--- src/common/cpu_regs_pkg.sv ---
// Constants, field positions and codes for the CPU register model.
// Assumes one clock domain; shared by the top and the register bank.
package cpu_regs_pkg;
   localparam int GPR_COUNT = 8;
   localparam int GPR_SEL_W = 3;
   localparam logic [2:0] SP_INDEX = 3'h7;

   localparam int FLAG_C = 0;
   localparam int FLAG_V = 1;
   localparam int FLAG_Z = 2;
   localparam int FLAG_N = 3;
   localparam int FLAG_U4 = 4;
   localparam int FLAG_H = 5;
   localparam int FLAG_U6 = 6;
   localparam int FLAG_I = 7;
   localparam logic [7:0] FLAGS_RESET = 8'h80;

   localparam int BYTE_MSB = 7;
   localparam int WORD_MSB = 15;
   localparam int BITNUM_LSB = 4;
   localparam logic [15:0] STEP_BYTE = 16'h0001;
   localparam logic [15:0] STEP_WORD = 16'h0002;
   localparam logic [15:0] EVEN_MASK = 16'hFFFE;
   localparam logic [7:0] PAGE_HIGH = 8'hFF;
   localparam logic [7:0] PAGE_ZERO = 8'h00;
   localparam logic [7:0] BCD_LO_FIX = 8'h06;
   localparam logic [7:0] BCD_HI_FIX = 8'h60;
   localparam logic [3:0] BCD_DIGIT_MAX = 4'h9;
   localparam logic [7:0] BCD_BYTE_MAX = 8'h99;
   localparam logic [1:0] BE_WORD = 2'h3;
   localparam logic [1:0] BE_HIGH = 2'h2;
   localparam logic [1:0] BE_LOW = 2'h1;

   typedef enum logic [1:0] {
      HALF_WORD = 2'h0, HALF_HIGH = 2'h1, HALF_LOW = 2'h2
   } half_sel_type;

   typedef enum logic [3:0] {
      EA_REG_IND = 4'h0, EA_DISP16 = 4'h1, EA_POSTINC = 4'h2,
      EA_PREDEC = 4'h3, EA_ABS8 = 4'h4, EA_ABS16 = 4'h5,
      EA_IMM = 4'h6, EA_PC_REL = 4'h7, EA_MEM_IND = 4'h8,
      EA_PUSH = 4'h9, EA_POP = 4'hA
   } ea_mode_type;

   typedef enum logic [3:0] {
      FC_NONE = 4'h0, FC_ARITH = 4'h1, FC_LOGIC = 4'h2,
      FC_SHIFT = 4'h3, FC_BIT_LD = 4'h4, FC_BIT_AND = 4'h5,
      FC_BIT_OR = 4'h6, FC_BIT_XOR = 4'h7, FC_LOAD = 4'h8,
      FC_AND = 4'h9, FC_OR = 4'hA, FC_XOR = 4'hB, FC_POP = 4'hC
   } flag_cmd_type;

   typedef enum logic [3:0] {
      OP_ADD = 4'h0, OP_ADC = 4'h1, OP_SUB = 4'h2, OP_SBC = 4'h3,
      OP_NEG = 4'h4, OP_CMP = 4'h5, OP_DEC_ADD = 4'h6, OP_DEC_SUB = 4'h7,
      OP_ADD_SMALL = 4'h8, OP_SUB_SMALL = 4'h9
   } alu_op_type;

   typedef enum logic [1:0] {
      AG_IDLE = 2'b01, AG_CALC = 2'b10
   } ag_state_type;
endpackage

--- src/common/gpr_bus_if.sv ---
// Port bundle between the CPU register top and its register bank.
// Assumes the bank answers reads one clock after the select.
`timescale 1ns/1ns
interface gpr_bus_if;
   logic we;
   logic [2:0] wsel;
   logic [1:0] wbe;
   logic [15:0] wdata;
   logic [2:0] rsel_a;
   logic [15:0] rdata_a;
   logic [2:0] rsel_b;
   logic [15:0] rdata_b;
   modport bank (input we, wsel, wbe, wdata, rsel_a, rsel_b,
      output rdata_a, rdata_b);
   modport user (output we, wsel, wbe, wdata, rsel_a, rsel_b,
      input rdata_a, rdata_b);
endinterface

--- src/logic/gpr_bank.sv ---
// Eight 16-bit general registers, byte-lane writes, two read ports.
// Assumes the caller holds clk_en for the whole access; no reset.
`timescale 1ns/1ns
module gpr_bank
   import cpu_regs_pkg::*;
(
   input wire logic mclk,
   input wire logic clk_en,
   gpr_bus_if.bank bus
);
   logic [15:0] rdata_a_ff;
   logic [15:0] rdata_b_ff;

   // Own byte array per lane; one lane never touches the other
   for (genvar lane = 0; lane < 2; lane++) begin : g_lane
      logic [7:0] half_mem [GPR_COUNT];
      always_ff @(posedge mclk) begin
         if (clk_en && bus.we && bus.wbe[lane]) begin
            half_mem[bus.wsel] <= bus.wdata[lane*8 +: 8];
         end
      end
   end

   always_ff @(posedge mclk) begin
      if (clk_en) begin
         rdata_a_ff <= {g_lane[1].half_mem[bus.rsel_a],
            g_lane[0].half_mem[bus.rsel_a]};
         rdata_b_ff <= {g_lane[1].half_mem[bus.rsel_b],
            g_lane[0].half_mem[bus.rsel_b]};
      end
   end

   assign bus.rdata_a = rdata_a_ff;
   assign bus.rdata_b = rdata_b_ff;
endmodule

--- src/logic/cpu_regs_top.sv ---
// CPU register model: general registers, program counter, flags,
// interrupt gate and effective address generation.
// Assumes inputs synchronous to mclk; memory cycles are done outside.
`timescale 1ns/1ns
module cpu_regs_top
   import cpu_regs_pkg::*;
(
   input wire logic mclk,
   input wire logic rst_n,
   input wire logic clk_en,
   input wire logic [15:0] reset_vector,
   input wire logic wr_en,
   input wire half_sel_type wr_half,
   input wire logic [2:0] wr_sel,
   input wire logic [15:0] wr_data,
   input wire logic [2:0] rd_sel,
   output logic [15:0] rd_data,
   input wire logic pc_load,
   input wire logic [15:0] pc_next,
   output logic [15:0] program_counter_ff,
   input wire flag_cmd_type flag_cmd,
   input wire alu_op_type alu_op,
   input wire logic alu_word,
   input wire logic [15:0] alu_a,
   input wire logic [15:0] alu_b,
   input wire logic shift_out,
   input wire logic bit_inv,
   output logic [7:0] condition_flags_ff,
   output logic [15:0] flags_push_ff,
   output logic [15:0] alu_result_ff,
   input wire logic irq_req,
   input wire logic nmi_req,
   output logic irq_accept_ff,
   input wire logic ag_start,
   input wire ea_mode_type ag_mode,
   input wire logic [2:0] ag_sel,
   input wire logic ag_word,
   input wire logic [15:0] ag_ext,
   output logic ag_busy_ff,
   output logic ea_valid_ff,
   output logic [15:0] ea_addr_ff
);
   function automatic logic [15:0] even(input logic [15:0] a);
      even = a & EVEN_MASK;
   endfunction

   function automatic logic [15:0] lanes(input half_sel_type h,
      input logic [15:0] d);
      lanes = (h == HALF_WORD) ? d : {d[7:0], d[7:0]};
   endfunction

   logic [1:0] rst_sync_ff;
   logic rst_int_n;
   logic vec_pending_ff;
   ag_state_type ag_state_ff, nxt_ag_state;
   ea_mode_type mode_ff;
   logic [2:0] sel_ff;
   logic word_ff;
   logic [15:0] ext_ff;
   logic [7:0] nxt_flags;
   logic [15:0] nxt_result;
   gpr_bus_if gbus ();

   gpr_bank i_gpr_bank (
      .mclk(mclk),
      .clk_en(clk_en),
      .bus(gbus)
   );

   // Reset release through two flops
   always_ff @(posedge mclk or negedge rst_n) begin
      if (!rst_n) begin
         rst_sync_ff <= 2'h0;
      end else begin
         rst_sync_ff <= {rst_sync_ff[0], 1'b1};
      end
   end
   assign rst_int_n = rst_sync_ff[1];

   // Address generator decode
   wire calc = (ag_state_ff == AG_CALC);
   wire stack_mode = (mode_ff == EA_PUSH) || (mode_ff == EA_POP);
   wire word_eff = word_ff || stack_mode || (mode_ff == EA_PC_REL)
      || (mode_ff == EA_MEM_IND);
   wire [15:0] step = word_eff ? STEP_WORD : STEP_BYTE;
   wire [15:0] base = gbus.rdata_b;
   wire [15:0] pc_disp = {{8{ext_ff[BYTE_MSB]}}, ext_ff[7:0]};
   wire [15:0] ea_raw =
      (mode_ff == EA_DISP16) ? base + ext_ff :
      (mode_ff == EA_PREDEC || mode_ff == EA_PUSH) ? base - step :
      (mode_ff == EA_ABS8) ? {PAGE_HIGH, ext_ff[7:0]} :
      (mode_ff == EA_ABS16) ? ext_ff :
      (mode_ff == EA_IMM) ? (word_ff ? ext_ff :
         {PAGE_ZERO, ext_ff[7:0]}) :
      (mode_ff == EA_PC_REL) ? program_counter_ff + pc_disp :
      (mode_ff == EA_MEM_IND) ? {PAGE_ZERO, ext_ff[7:0]} :
      base;
   wire is_imm = (mode_ff == EA_IMM);
   wire [15:0] ea_out = (word_eff && !is_imm) ? even(ea_raw) : ea_raw;
   wire wb_inc = (mode_ff == EA_POSTINC) || (mode_ff == EA_POP);
   wire wb_dec = (mode_ff == EA_PREDEC) || (mode_ff == EA_PUSH);
   wire wb_en = calc && (wb_inc || wb_dec);
   wire [15:0] wb_val = wb_inc ? base + step : base - step;
   wire [2:0] ag_reg = ((ag_mode == EA_PUSH) || (ag_mode == EA_POP))
      ? SP_INDEX : ag_sel;
   wire [1:0] user_be = (wr_half == HALF_WORD) ? BE_WORD :
      (wr_half == HALF_HIGH) ? BE_HIGH : BE_LOW;

   // Bank port: writeback wins, user write refused during it
   assign gbus.we = wb_en || (wr_en && !calc);
   assign gbus.wsel = wb_en ? sel_ff : wr_sel;
   assign gbus.wbe = wb_en ? BE_WORD : user_be;
   assign gbus.wdata = wb_en ? wb_val : lanes(wr_half, wr_data);
   assign gbus.rsel_a = rd_sel;
   assign gbus.rsel_b = ag_reg;
   assign rd_data = gbus.rdata_a;
   assign nxt_ag_state = calc ? AG_IDLE : (ag_start ? AG_CALC : AG_IDLE);

   always_ff @(posedge mclk or negedge rst_int_n) begin
      if (!rst_int_n) begin
         ag_state_ff <= AG_IDLE;
         ag_busy_ff <= 1'b0;
         ea_valid_ff <= 1'b0;
         ea_addr_ff <= 16'h0000;
         mode_ff <= EA_REG_IND;
         sel_ff <= 3'h0;
         word_ff <= 1'b0;
         ext_ff <= 16'h0000;
      end else if (clk_en) begin
         ag_state_ff <= nxt_ag_state;
         ag_busy_ff <= (nxt_ag_state == AG_CALC);
         ea_valid_ff <= calc;
         if (calc) begin
            ea_addr_ff <= ea_out;
         end
         if (!calc && ag_start) begin
            mode_ff <= ag_mode;
            sel_ff <= ag_reg;
            word_ff <= ag_word;
            ext_ff <= ag_ext;
         end
      end
   end

   // Arithmetic core for flags and result
   wire sub_kind = (alu_op == OP_SUB) || (alu_op == OP_SBC)
      || (alu_op == OP_NEG) || (alu_op == OP_CMP);
   wire use_c = (alu_op == OP_ADC) || (alu_op == OP_SBC);
   wire [15:0] opa = (alu_op == OP_NEG) ? 16'h0000 : alu_a;
   wire [15:0] opb = (alu_op == OP_NEG) ? alu_a : alu_b;
   wire [15:0] opb_x = sub_kind ? ~opb : opb;
   wire cin_x = sub_kind ^ (use_c && condition_flags_ff[FLAG_C]);
   wire [16:0] sum_w = {1'b0, opa} + {1'b0, opb_x} + {16'h0000, cin_x};
   wire [8:0] sum_b = {1'b0, opa[7:0]} + {1'b0, opb_x[7:0]}
      + {8'h00, cin_x};
   wire [4:0] nib_b = {1'b0, opa[3:0]} + {1'b0, opb_x[3:0]}
      + {4'h0, cin_x};
   wire [12:0] nib_w = {1'b0, opa[11:0]} + {1'b0, opb_x[11:0]}
      + {12'h000, cin_x};
   wire [15:0] ar_res = alu_word ? sum_w[15:0] : {8'h00, sum_b[7:0]};
   wire ar_carry = sub_kind ^ (alu_word ? sum_w[16] : sum_b[8]);
   wire ar_half = sub_kind ^ (alu_word ? nib_w[12] : nib_b[4]);
   wire sa = alu_word ? opa[WORD_MSB] : opa[BYTE_MSB];
   wire sb = alu_word ? opb_x[WORD_MSB] : opb_x[BYTE_MSB];
   wire sr = alu_word ? ar_res[WORD_MSB] : ar_res[BYTE_MSB];
   wire ar_ovf = (sa == sb) && (sr != sa);

   // Decimal adjust takes half-carry and carry
   wire h_in = condition_flags_ff[FLAG_H];
   wire c_in = condition_flags_ff[FLAG_C];
   wire lo_fix = h_in || (alu_a[3:0] > BCD_DIGIT_MAX);
   wire dadd_c = c_in || (alu_a[7:0] > BCD_BYTE_MAX);
   wire [7:0] dadd_res = alu_a[7:0] + (lo_fix ? BCD_LO_FIX : 8'h00)
      + (dadd_c ? BCD_HI_FIX : 8'h00);
   wire [7:0] dsub_res = alu_a[7:0] - (h_in ? BCD_LO_FIX : 8'h00)
      - (c_in ? BCD_HI_FIX : 8'h00);
   wire is_dec = (alu_op == OP_DEC_ADD) || (alu_op == OP_DEC_SUB);
   wire [7:0] dec_res = (alu_op == OP_DEC_ADD) ? dadd_res : dsub_res;
   wire small_op = (alu_op == OP_ADD_SMALL) || (alu_op == OP_SUB_SMALL);
   wire [15:0] small_k = alu_b[1] ? STEP_WORD : STEP_BYTE;
   wire [15:0] small_res = (alu_op == OP_ADD_SMALL) ? alu_a + small_k
      : alu_a - small_k;
   wire [15:0] res_sel = small_op ? small_res :
      is_dec ? {8'h00, dec_res} : ar_res;
   wire res_neg = alu_word ? res_sel[WORD_MSB] : res_sel[BYTE_MSB];
   wire res_zero = alu_word ? (res_sel == 16'h0000)
      : (res_sel[7:0] == 8'h00);
   wire log_neg = alu_word ? alu_a[WORD_MSB] : alu_a[BYTE_MSB];
   wire log_zero = alu_word ? (alu_a == 16'h0000) : (alu_a[7:0] == 8'h00);
   wire [2:0] bit_num = alu_b[BITNUM_LSB +: 3];
   wire bit_val = alu_a[bit_num] ^ bit_inv;

   always_comb begin
      nxt_flags = condition_flags_ff;
      nxt_result = alu_result_ff;
      unique case (flag_cmd)
         FC_NONE: ;
         FC_ARITH: begin
            nxt_result = res_sel;
            if (!small_op) begin
               nxt_flags[FLAG_N] = res_neg;
               nxt_flags[FLAG_Z] = res_zero;
               nxt_flags[FLAG_V] = is_dec ? 1'b0 : ar_ovf;
               nxt_flags[FLAG_C] = (alu_op == OP_DEC_ADD) ? dadd_c :
                  (alu_op == OP_DEC_SUB) ? c_in : ar_carry;
               if (!is_dec) begin
                  nxt_flags[FLAG_H] = ar_half;
               end
            end
         end
         FC_LOGIC, FC_SHIFT: begin
            nxt_result = alu_a;
            nxt_flags[FLAG_N] = log_neg;
            nxt_flags[FLAG_Z] = log_zero;
            nxt_flags[FLAG_V] = 1'b0;
            if (flag_cmd == FC_SHIFT) begin
               nxt_flags[FLAG_C] = shift_out;
            end
         end
         FC_BIT_LD: nxt_flags[FLAG_C] = bit_val;
         FC_BIT_AND: nxt_flags[FLAG_C] = c_in & bit_val;
         FC_BIT_OR: nxt_flags[FLAG_C] = c_in | bit_val;
         FC_BIT_XOR: nxt_flags[FLAG_C] = c_in ^ bit_val;
         FC_LOAD: nxt_flags = alu_b[7:0];
         FC_AND: nxt_flags = condition_flags_ff & alu_b[7:0];
         FC_OR: nxt_flags = condition_flags_ff | alu_b[7:0];
         FC_XOR: nxt_flags = condition_flags_ff ^ alu_b[7:0];
         FC_POP: nxt_flags = alu_b[15:8];
         default: ;
      endcase
   end

   always_ff @(posedge mclk or negedge rst_int_n) begin
      if (!rst_int_n) begin
         condition_flags_ff <= FLAGS_RESET;
         alu_result_ff <= 16'h0000;
         flags_push_ff <= {FLAGS_RESET, FLAGS_RESET};
         irq_accept_ff <= 1'b0;
      end else if (clk_en) begin
         condition_flags_ff <= nxt_flags;
         alu_result_ff <= nxt_result;
         flags_push_ff <= {nxt_flags, nxt_flags};
         irq_accept_ff <= nmi_req ||
            (irq_req && !condition_flags_ff[FLAG_I]);
      end
   end

   // Program counter, vector fetched once after reset release
   always_ff @(posedge mclk or negedge rst_int_n) begin
      if (!rst_int_n) begin
         vec_pending_ff <= 1'b1;
         program_counter_ff <= 16'h0000;
      end else if (clk_en) begin
         vec_pending_ff <= 1'b0;
         if (vec_pending_ff) begin
            program_counter_ff <= even(reset_vector);
         end else if (pc_load) begin
            program_counter_ff <= even(pc_next);
         end
      end
   end
endmodule

--- config.mk ---
export PLATFORM = sky130hd
export DESIGN_NAME = cpu_regs_top
export DESIGN_NICKNAME = d
export VERILOG_FILES = /design/src/common/cpu_regs_pkg.sv /design/src/common/gpr_bus_if.sv /design/src/logic/gpr_bank.sv /design/src/logic/cpu_regs_top.sv
export SDC_FILE = /design/constraint.sdc
export NUM_CORES = 1
export LEC_CHECK = 0
export BUFFER_PORTS_ARGS = -buffer_cell sky130_fd_sc_hd__buf_2
export CAP_MARGIN = 10
export CORE_MARGIN = 4
export CORE_UTILIZATION = 54
export DETAILED_ROUTE_END_ITERATION = 7
export HOLD_SLACK_MARGIN = 0.15
export PLACE_DENSITY = 0.78
export SLEW_MARGIN = 20
export SYNTH_ARGS = -nofsm -noshare
export SYNTH_HDL_FRONTEND = slang
export SYNTH_SLANG_ARGS = --single-unit
export TNS_END_PERCENT = 1
--- constraint.sdc ---
create_clock -name mclk -period 2.8 [get_ports mclk]
set_input_delay 0.28 -clock mclk [delete_from_list [all_inputs] [get_ports mclk]]
set_output_delay 0.28 -clock mclk [all_outputs]
set_load 0.1 [all_outputs]
==> reports/metrics.cfg, run 1 <==
[final_layout]
layout-drive-gt1-share = 0.309
final_cells = 2782
fillers = 2325
area_growth_pct = 30.3
fin_nets = 2562

[drt]
wl_met2_um = 28500
drc = 0
wl_per_cell_um = 21.6
viasPerCell = 6.15
drt_first_pass_iters = 5
routed.top_layer = met5
wl_met1_um = 23200
wirelength_um = 60000
ant_nets = 0
drt_iter0_markers = 1607
wl_met3_um = 5870
vias = 17100

[placed_design]
portBuffers = 218
dpl.hpwl_um = 44100
dp.cells = 2669
gp_congestion = 0.972
place_ws_ps = -1160

[cts]
cts_tree = built
clockBufferDepth = 3
clock-sinks = 246
cts.reportedPaths.clkPinSlew_ps = 60
numCtsBuffers = 27
root_buffer = clkbuf_16
insertion_delay_ps = 560
htreeDepth = 1

[sta]
min_period_ps = 3580
finClkSkew_ps = 8.78
tightest_slew_ps = 846
setup_viol = 87
slew_violations = 0
post-route-period-util = 1.28
slew-limit-headroom = 0.429
rsz0062_at_grt = yes
fin_ws_ps = -779
fmax_ghz = 0.279
tns_ps = -22140
hold_violations = 0

[synth]
syn_inst = 1856
ys_seq_elements = 246
ys_seq_area_frac = 0.394
synth-edff-count = 160
synth_cell_types = 91
ys_async_sr_fraction = 0.350
synth_flop_cell = edfxtp_1
synth.area.top_cells = edfxtp_1, dfrtp_1, ha_1
yosysWarnings = 0
synth_area_leader_cell = edfxtp_1
synth_area_per_cell_um2 = 9.53
syn_nets = 2093
syn_area_um2 = 17700
synth_top_area_share = 0.272

[critical_path]
crit_fanout = 3
ff2ff_path_depth = 15
critPathRequiredTime_ps = 3310
cp_data_arrival_time_ps = 4080
worst_path_max_delay_cell = dfrtp_2
cp-start-kind = flip-flop
reg2reg_setup_slack_ps = -780
critPathCaptureType = flip-flop
cp_slowest_stage_delay_ps = 440
crit_type = reg2reg
crit_chain = a21oi_2 -> xor2_1 -> nor2_1 -> fa_2 -> fa_2 -> a21o_1 -> a2111o_1 -> buf_4 -> xnor2_2 -> o221ai_2 -> nor4_4 -> buf_4 -> nand4_1 -> a31oi_1 -> a21o_1

[global_routing]
antenna_found_initial = 4
grt_pass1_vias = 17000
gr-total-overflow = 0
grt_max_degree = 38
grt_pass1_wl_um = 92300
grt_use_total = 0.324

[die]
fp.coreArea_um2 = 32000
fp.dieH_um = 189
rows = 65
die-width_um = 189
initial_core_util = 0.553
pin_count = 222
die_area_um2 = 35700

[hold_path]
hp-class = in2reg
min_from = wr_data[2]
min_to = i_gpr_bank.g_lane[0].half_mem[2][2]
whs_path_depth = 3

[power_and_ir_drop]
powerDensity_nw_per_um2 = 672
power.leakage_nw = 9.73
p_total_mw = 15.5
vdd_drop_max_v = 0.000949

[run]
maxCapViolations = 0

[run_status]
outcome = finished, violations left
violations = negative setup slack

per-stage QoR:
stage	utilization	instance area [um2]	hold slack, ps
after floorplan	-	17700	-15.6
after global placement	0.658	21000	68.3
after detailed placement	0.658	21000	69.5
after CTS	0.713	22800	157
after global routing	0.721	23000	189
final	0.721	23000	180
synth_stat cells (37+ instances only):
master / instances
clkbuf_1: 93
o21ai_0: 145
mux2i_1: 56
xnor2_1: 67
nand3_1: 45
nor2b_1: 37
a21oi_1: 100
edfxtp_1: 160
nor3_1: 39
nor2_1: 146
ha_1: 98
a211oi_1: 40
inv_1: 62
nand2_1: 227
dfrtp_1: 83
final cells by class:
type	count	area, um2	area share
multi-input cells	1421	10400	0.451
flip-flops and latches	246	6970	0.302
repair buffers	567	3950	0.171
clock buffers	42	815	0.0354
well taps	435	544	0.0236
inverters	62	233	0.0101
clock inverters	7	129	0.00559
diodes	2	5.00	0.000217
cells in the final DEF, fill, tap and decap left out, drive strengths merged, types with 63 or more instances in the layout:
cell / instances
buf: 510
edfxtp: 160
ha: 98
o21ai: 151
inv: 63
nand2: 228
xnor2: 67
dfrtp: 83
a21oi: 101
nor2: 146
logic make-up after synthesis:
| kind of cell | synth area share |
|---|---|
| other | 0.000425 |
| buffers and inverters | 0.0449 |
| AND/OR/NAND/NOR | 0.158 |
| flip-flops | 0.394 |
| AO/OA/AOI/OAI | 0.180 |
| adder cells (fa/ha/maj) | 0.0784 |
| multiplexers | 0.0962 |
| XOR/XNOR | 0.0485 |
worst max path at each step:
| stage | startpoint | end | depth (start not counted) |
|---|---|---|---|
| after CTS | flip-flop | flip-flop | 15 |
| after global placement | alu_op[1] | flip-flop | 15 |
| after global routing | flip-flop | flip-flop | 14 |
| after floorplan | alu_op[1] | flip-flop | 17 |
| final | flip-flop | flip-flop | 15 |
| after detailed placement | alu_op[1] | flip-flop | 14 |
critical path: cells and delay by family (launching register included):
family | cells | cell delay, ps
DFF | 1 | 440
buffers and inverters | 2 | 330
adders and majority gates | 2 | 720
AOI/OAI and AO/OA | 6 | 1230
and+or+nand+nor | 3 | 500
xor gates and xnor gates | 2 | 290
power by group:
group          total (mW)  switching [mW]  internal, mW
registers            4.62           0.327          4.29
logic                7.08            4.77          2.31
clock network        3.78            1.50          2.28
flip-flops by register name, summed over array words and instances (netlist names), named ones only:
signal                      cells
ag_busy_ff                      1
ag_state_ff                     1
alu_result_ff                  16
ea_addr_ff                     16
ea_valid_ff                     1
ext_ff                         16
i_gpr_bank.bus.rdata_a         16
i_gpr_bank.bus.rdata_b         16
i_gpr_bank.g_lane.half_mem    128
irq_accept_ff                   1
mode_ff                         4
program_counter_ff             15
rst_sync_ff                     2
sel_ff                          3
vec_pending_ff                  1
word_ff                         1
per-layer routing:
metal / vias to the layer above / track usage
met4: 4 / 0.121
met3: 187 / 0.0485
met1: 8169 / 0.428
met2: 977 / 0.543
li1: 7760 / -
met5: - / 0
timing repair:
action                                  in CTS  in global routing
hold endpoints to repair                    55                  0
setup buffers                                4                  1
gates resized for setup                     55                 63
endpoints found under the setup margin     179                190
pin swaps                                   29                 19
hold buffers                                57                  0
Note: power is estimated with default switching activity, not from simulation.
==> run 2: changes to the inputs <==
--- a/config.mk
+++ b/config.mk
@@ -8,10 +8,9 @@
 export BUFFER_PORTS_ARGS = -buffer_cell sky130_fd_sc_hd__buf_2
 export CAP_MARGIN = 10
 export CORE_MARGIN = 4
-export CORE_UTILIZATION = 54
+export CORE_UTILIZATION = 40
 export DETAILED_ROUTE_END_ITERATION = 7
 export HOLD_SLACK_MARGIN = 0.15
-export PLACE_DENSITY = 0.78
 export SLEW_MARGIN = 20
 export SYNTH_ARGS = -nofsm -noshare
 export SYNTH_HDL_FRONTEND = slang
==> constraint.sdc (replaced) <==
create_clock -name mclk -period 3.5 [get_ports mclk]
set_input_delay 0.35 -clock mclk [delete_from_list [all_inputs] [get_ports mclk]]
set_output_delay 0.35 -clock mclk [all_outputs]
set_load 0.1 [all_outputs]
==> run 2 against run 1 <==
  * The run now ends clean
  * Largest power group unchanged
  * Fmax up 2.3%
  * Count of clock-buffer cells in the layout down 4
  * Sequential power down 19%
  * Sequential cell count unchanged
==> reports/metrics.cfg, run 2 (synthesis results as in run 1) <==
[critical_path]
worst_path_max_delay_cell = dfrtp_2
cp_slowest_stage_delay_ps = 440  ; about the same
cp_data_arrival_time_ps = 3960  ; -120 ps
r2r_end = alu_result_ff[14]
ff2ff_path_depth = 14  ; -1
crit_type = reg2reg
crit_fanout = 3  ; unchanged
reg2reg_setup_slack_ps = 0.08  ; +780 ps
crit_chain = a21oi_2 -> xor2_1 -> nor2_1 -> fa_2 -> fa_2 -> a21o_1 -> a2111o_1 -> o21ai_2 -> a31oi_1 -> xnor2_1 -> nor2_1 -> buf_4 -> a211oi_1 -> o31ai_1
cp-start-kind = flip-flop
critPathCaptureType = flip-flop
critPathRequiredTime_ps = 3960  ; +650 ps
critical_path.top_delay_family = compound AO/OA/AOI/OAI gates
path_buf_inv = 1  ; -1

[final_layout]
max_flop_register = i_gpr_bank.g_lane.half_mem
final_common_cell = nand2_1
layout-drive-gt1-share = 0.241  ; -0.0687
fin_nets = 2425  ; -5.3%
largest_reg_flops = 128  ; unchanged
area_growth_pct = 23.4
fillers = 4069  ; +75%
layout_common_cells = nand2_1, buf_2, edfxtp_1, buf_4, nor2_1

[hold_path]
min_from = alu_a[12]
min_to = alu_result_ff[12]
whs_path_depth = 3  ; unchanged
hp-class = in2reg

[global_routing]
grt_use_total = 0.240  ; -0.0840
gr-total-overflow = 0  ; unchanged
grt_pass1_wl_um = 89800  ; -2.7%
antenna_found_initial = 2  ; -2
grt_max_degree = 75  ; +97%
grt_pass1_vias = 15900  ; -6.4%

[cts]
insertion_delay_ps = 590  ; +30 ps
cts_tree = built
clockBufferDepth = 3  ; unchanged
htreeDepth = 1  ; unchanged
cts.reportedPaths.clkPinSlew_ps = 60  ; about the same
root_buffer = clkbuf_16
clock-sinks = 246  ; unchanged
numCtsBuffers = 30  ; +11%

[sta]
finClkSkew_ps = 15.7  ; +6.96 ps
slew-limit-headroom = 0.261  ; -0.168
fmax_ghz = 0.286  ; +2.3%
tightest_slew_ps = 1100  ; +250 ps
slew_violations = 0  ; unchanged
post-route-period-util = 1.00  ; -0.278
fin_ws_ps = 0.0822  ; +779 ps
min_period_ps = 3500  ; -79.3 ps
rsz0062_at_grt = yes
whs_ps = 202  ; +21.7 ps
hold_violations = 0  ; unchanged
setup_viol = 0  ; -100%

[drt]
vias = 15900  ; -7.0%
drt_first_pass_iters = 5  ; unchanged
ant_nets = 0  ; unchanged
wirelength_um = 58500  ; -2.6%
drc = 0  ; unchanged
viasPerCell = 5.68  ; -7.6%
drt_iter0_markers = 1213  ; -25%
wl_per_cell_um = 20.9  ; -3.2%

[power_and_ir_drop]
p_switching_mw = 5.15  ; -22%
vdd_drop_max_v = 0.000644  ; -32%
p_int_mw = 6.79  ; -24%
clkPwrFrac = 0.252  ; +0.008
comb_power_share = 0.437  ; -0.021
sequentialPowerShare = 0.311  ; +0.013
power.leakage_nw = 9.00  ; -7.5%
powerDensity_nw_per_um2 = 547  ; -19%
switching_share = 0.431  ; +0.00509

[die]
initial_core_util = 0.408  ; -0.145
pin_count = 222  ; unchanged
die_area_um2 = 47600  ; +33%
rows = 76  ; +17%
fp.coreArea_um2 = 43400  ; +36%
fp.dieH_um = 218  ; +16%
die-width_um = 218  ; +16%

[placed_design]
dpl.hpwl_um = 43400  ; -1.5%
portBuffers = 218  ; unchanged
place_ws_ps = -570  ; +591 ps
gp_congestion = 0.951  ; -2.1%

[run_status]
outcome = complete, no violations

[run]
maxCapViolations = 0  ; unchanged

## run 2: worst max-delay path by stage
stage | startpoint | end | cells after the start | slack, ps
global route | flip-flop | flip-flop | 13 | -240
finish | flip-flop | alu_result_ff[14] | 14 | 0.08
floorplan | alu_op[1] | flip-flop | 17 | -620
global placement | alu_op[1] | flip-flop | 16 | -510
CTS | flip-flop | alu_result_ff[12] | 15 | 30
detailed placement | alu_op[1] | flip-flop | 16 | -570
## run 2: layer usage
layer  part of all wire  GRT usage  wire length [um]
met2               0.48      0.408             27900
met4              0.033     0.0765              1910
met5            0.00022          0                13
met1               0.42      0.314             24500
met3              0.071     0.0370              4150
## run 2: cell type report
cell class,count,area [um2],share of cell area
multi-input combinational,1421,10100,0.461
sequential,246,6970,0.319
timing repair buffer,427,2860,0.131
clock buffer,38,791,0.0362
tap,585,732,0.0336
inverter,62,233,0.0107
clock inverter,18,171,0.00786
antenna,1,2.50,0.000115
## run 2: per-stage QoR
stage	power [mW]	area, um2	utilization	cells	setup TNS, ps
floorplan	7.50	17700	-	1856	-10390
global placement	8.80	20100	0.465	2682	-4380
detailed placement	8.85	20100	0.465	2682	-5020
CTS	12.0	21700	0.501	2796	0
global route	12.5	21800	0.503	2797	-935
finish	11.9	21800	0.503	2798	0
## run 2: power by group through the flow
stage                     clock network, mW  logic (mW)  registers, mW
after global routing                   3.21        5.57           3.75
final                                  3.00        5.21           3.72
after CTS                              3.09        5.15           3.73
after floorplan                           0        2.43           5.07
after global placement                    0        5.02           3.78
after detailed placement                  0        5.07           3.78
## run 2: timing repair
item / in CTS / in global routing
gates resized for setup: 6 / 20
buffers inserted: 1 / 0
pin swaps: 6 / 2
endpoints found under the hold margin: 43 / 0
hold buffers: 57 / 0
setup endpoints to repair: 7 / 65
## run 2: worst reg2reg max path, cell delays in order, from the launching register on
cell      delay [ps]
dfrtp_2          440
a21oi_2          160
xor2_1           150
nor2_1            70
fa_2             360
fa_2             360
a21o_1           190
a2111o_1         420
o21ai_2          240
a31oi_1          160
xnor2_1          210
nor2_1           100
buf_4            150
a211oi_1         250
o31ai_1          120
==> run 3: changes to the inputs <==
--- a/config.mk
+++ b/config.mk
@@ -11,6 +11,7 @@
 export CORE_UTILIZATION = 40
 export DETAILED_ROUTE_END_ITERATION = 7
 export HOLD_SLACK_MARGIN = 0.15
+export REMOVE_ABC_BUFFERS = 1
 export SLEW_MARGIN = 20
 export SYNTH_ARGS = -nofsm -noshare
 export SYNTH_HDL_FRONTEND = slang
==> run 3 against run 2 <==
  * Global-route usage shrank 0.10 points
  * Sequential cell count is the same
  * Non-clock buffer count grew 13
  * Final cell count grew 0.46%
  * Wire length grew 0.51%
  * Worst setup slack lost 34 ps
  * First-iteration DRC count grew 6.2%
  * Register-to-register slack lost 30 ps
  * Sequential power is essentially flat
  * Count of clock-buffer cells in the layout shrank 6
  * The flow now finishes with violations (negative setup slack)
  * Hold slack lost 24 ps
==> reports/metrics.cfg, run 3 (synthesis results as in run 1) <==
[final_layout]
area_growth_pct = 24.7
largest_reg_flops = 128  ; unchanged
seq_area_um2 = 6970  ; unchanged
fillers = 4038  ; -0.76%
fin_nets = 2438  ; +0.54%
final_cell_area_um2 = 22000  ; +1.1%
max_flop_register = i_gpr_bank.g_lane.half_mem
final_common_cell = nand2_1
layout_common_cells = nand2_1, buf_2, buf_4, edfxtp_1, nor2_1
layout-drive-gt1-share = 0.250  ; +0.00983
multiInputGateArea_um2 = 10100  ; +0.44%

[drt]
wl_per_cell_um = 20.9  ; about the same
vias = 16000  ; +0.98%
drc = 0  ; unchanged
drt_iter0_markers = 1288  ; +6.2%
ant_nets = 0  ; unchanged
viasPerCell = 5.71  ; +0.51%
wirelength_um = 58800  ; +0.51%
drt_first_pass_iters = 6  ; +1

[sta]
min_period_ps = 3530  ; +34.2 ps
setup_viol = 2  ; +2
fmax_ghz = 0.283  ; -0.97%
slew-limit-headroom = 0.260  ; -0.00123
tightest_slew_ps = 1110  ; +9.34 ps
post-route-period-util = 1.01  ; +0.00977
hold_violations = 0  ; unchanged
slew_violations = 0  ; unchanged
finClkSkew_ps = 13.9  ; -1.85 ps
whs_ps = 178  ; -23.8 ps
fin_ws_ps = -34.1  ; -34.2 ps
tns_ps = -51.4  ; -51.4 ps
rsz0062_at_grt = yes

[power_and_ir_drop]
power.leakage_nw = 9.11  ; +1.3%
p_total_mw = 12.3  ; +3.2%
powerDensity_nw_per_um2 = 559  ; +2.2%
vdd_drop_max_v = 0.000539  ; -16%

[run]
maxCapViolations = 0  ; unchanged

[cts]
numCtsBuffers = 30  ; unchanged
htreeDepth = 1  ; unchanged
cts_tree = built
clockBufferDepth = 3  ; unchanged
root_buffer = clkbuf_16
cts.reportedPaths.clkPinSlew_ps = 60  ; about the same
clock-sinks = 246  ; unchanged
insertion_delay_ps = 580  ; about the same

[run_status]
violations = negative setup slack
outcome = finished, violations left

[global_routing]
grt_use_total = 0.239  ; -0.00101
grt_pass1_vias = 15800  ; -0.87%
gr-total-overflow = 0  ; unchanged
grt_pass1_wl_um = 89500  ; -0.32%
grt_max_degree = 61  ; -19%
antenna_found_initial = 3  ; +1

[critical_path]
critPathRequiredTime_ps = 4020  ; +60 ps
reg2reg_setup_slack_ps = -30  ; -30 ps
critPathCaptureType = flip-flop
cp_data_arrival_time_ps = 4050  ; +90 ps
cp-start-kind = flip-flop
crit_fanout = 3  ; unchanged
crit_type = reg2reg

[die]
pin_count = 222  ; unchanged
fp.dieH_um = 218  ; unchanged
fp.coreArea_um2 = 43400  ; unchanged
initial_core_util = 0.408  ; unchanged
die-width_um = 218  ; unchanged
die_area_um2 = 47600  ; unchanged
rows = 76  ; unchanged

[placed_design]
place_ws_ps = -645  ; -74.8 ps
portBuffers = 218  ; unchanged
placed_area_um2 = 20200  ; +0.38%
dpl.hpwl_um = 43900  ; +1.1%
gp_congestion = 0.939  ; -1.3%

[hold_path]
hp-class = in2reg

==> run 3: changes by cell type in the layout (fill, tap and decap cells not counted), moves of 2 or more <==
cell        change
buf_4          +14
clkinvlp_4      +4
bufinv_16       +4
o21ai_0         -5
a32oi_2         +2
nor2_2          +2
a32oi_1         -2
clkinv_2        -2
o21ai_1         +5
clkbuf_1        -5
nor2_4          -2
inv_6           +2
==> run 3: critical path: stages, from the launching register on <==
cell and delay, ps:
dfrtp_2 440, a21oi_2 150, xor2_1 160, nor2_1 80, fa_2 360, fa_2 350
a21o_1 210, a2111o_1 420, o21ai_2 230, nand3b_4 120, a31oi_4 160, xor2_1 200
o22ai_2 120, a2111oi_4 330, a21o_1 150
==> run 3: worst paths after layout <==
| kind | end | from | cells past startpoint |
|---|---|---|---|
| min reg2reg | rst_sync_ff[1] | rst_sync_ff[0] | 0 |
| min | alu_result_ff[12] | alu_a[12] | 3 |
| max in group asynchronous | program_counter_ff[7] | rst_sync_ff[1] | 1 |
| max reg2reg | flip-flop | flip-flop | 14 |
| max | flip-flop | flip-flop | 14 |
| min in group asynchronous | alu_result_ff[12] | rst_sync_ff[1] | 0 |
==> run 3: cell type report <==
type                       instances  share of cell area
multi-input combinational       1421               0.458
sequential                       246               0.316
timing repair buffer             440               0.133
clock buffer                      32              0.0344
tap                              585              0.0332
clock inverter                    24              0.0144
inverter                          62              0.0106
antenna                            1            0.000114
==> run 3: metal layers <==
metal / part of all wire / track usage
met5: 0.00012 / 0
met4: 0.032 / 0.0790
met3: 0.063 / 0.0311
met2: 0.49 / 0.412
met1: 0.42 / 0.311
==> run 3: repair_timing <==
item                                    in CTS  in global routing
pin swaps                                    5                 10
gates resized for setup                     13                 30
endpoints found under the setup margin      30                 81
hold endpoints to repair                    40                  0
setup buffers                                1                  1
hold buffers                                56                  0
==> run 3: through the flow <==
step	util	instances
finish	0.508	2811
global route	0.508	2811
CTS	0.506	2809
detailed placement	0.466	2696
global placement	0.466	2696
floorplan	-	1729
==> run 3: power breakdown <==
part | switching [mW] | leakage [nW] | internal, mW
sequential | 0.287 | 2.51 | 3.43
clock | 1.31 | 0.505 | 2.03
combinational | 3.64 | 6.09 | 1.62
total | 5.24 | 9.11 | 7.08
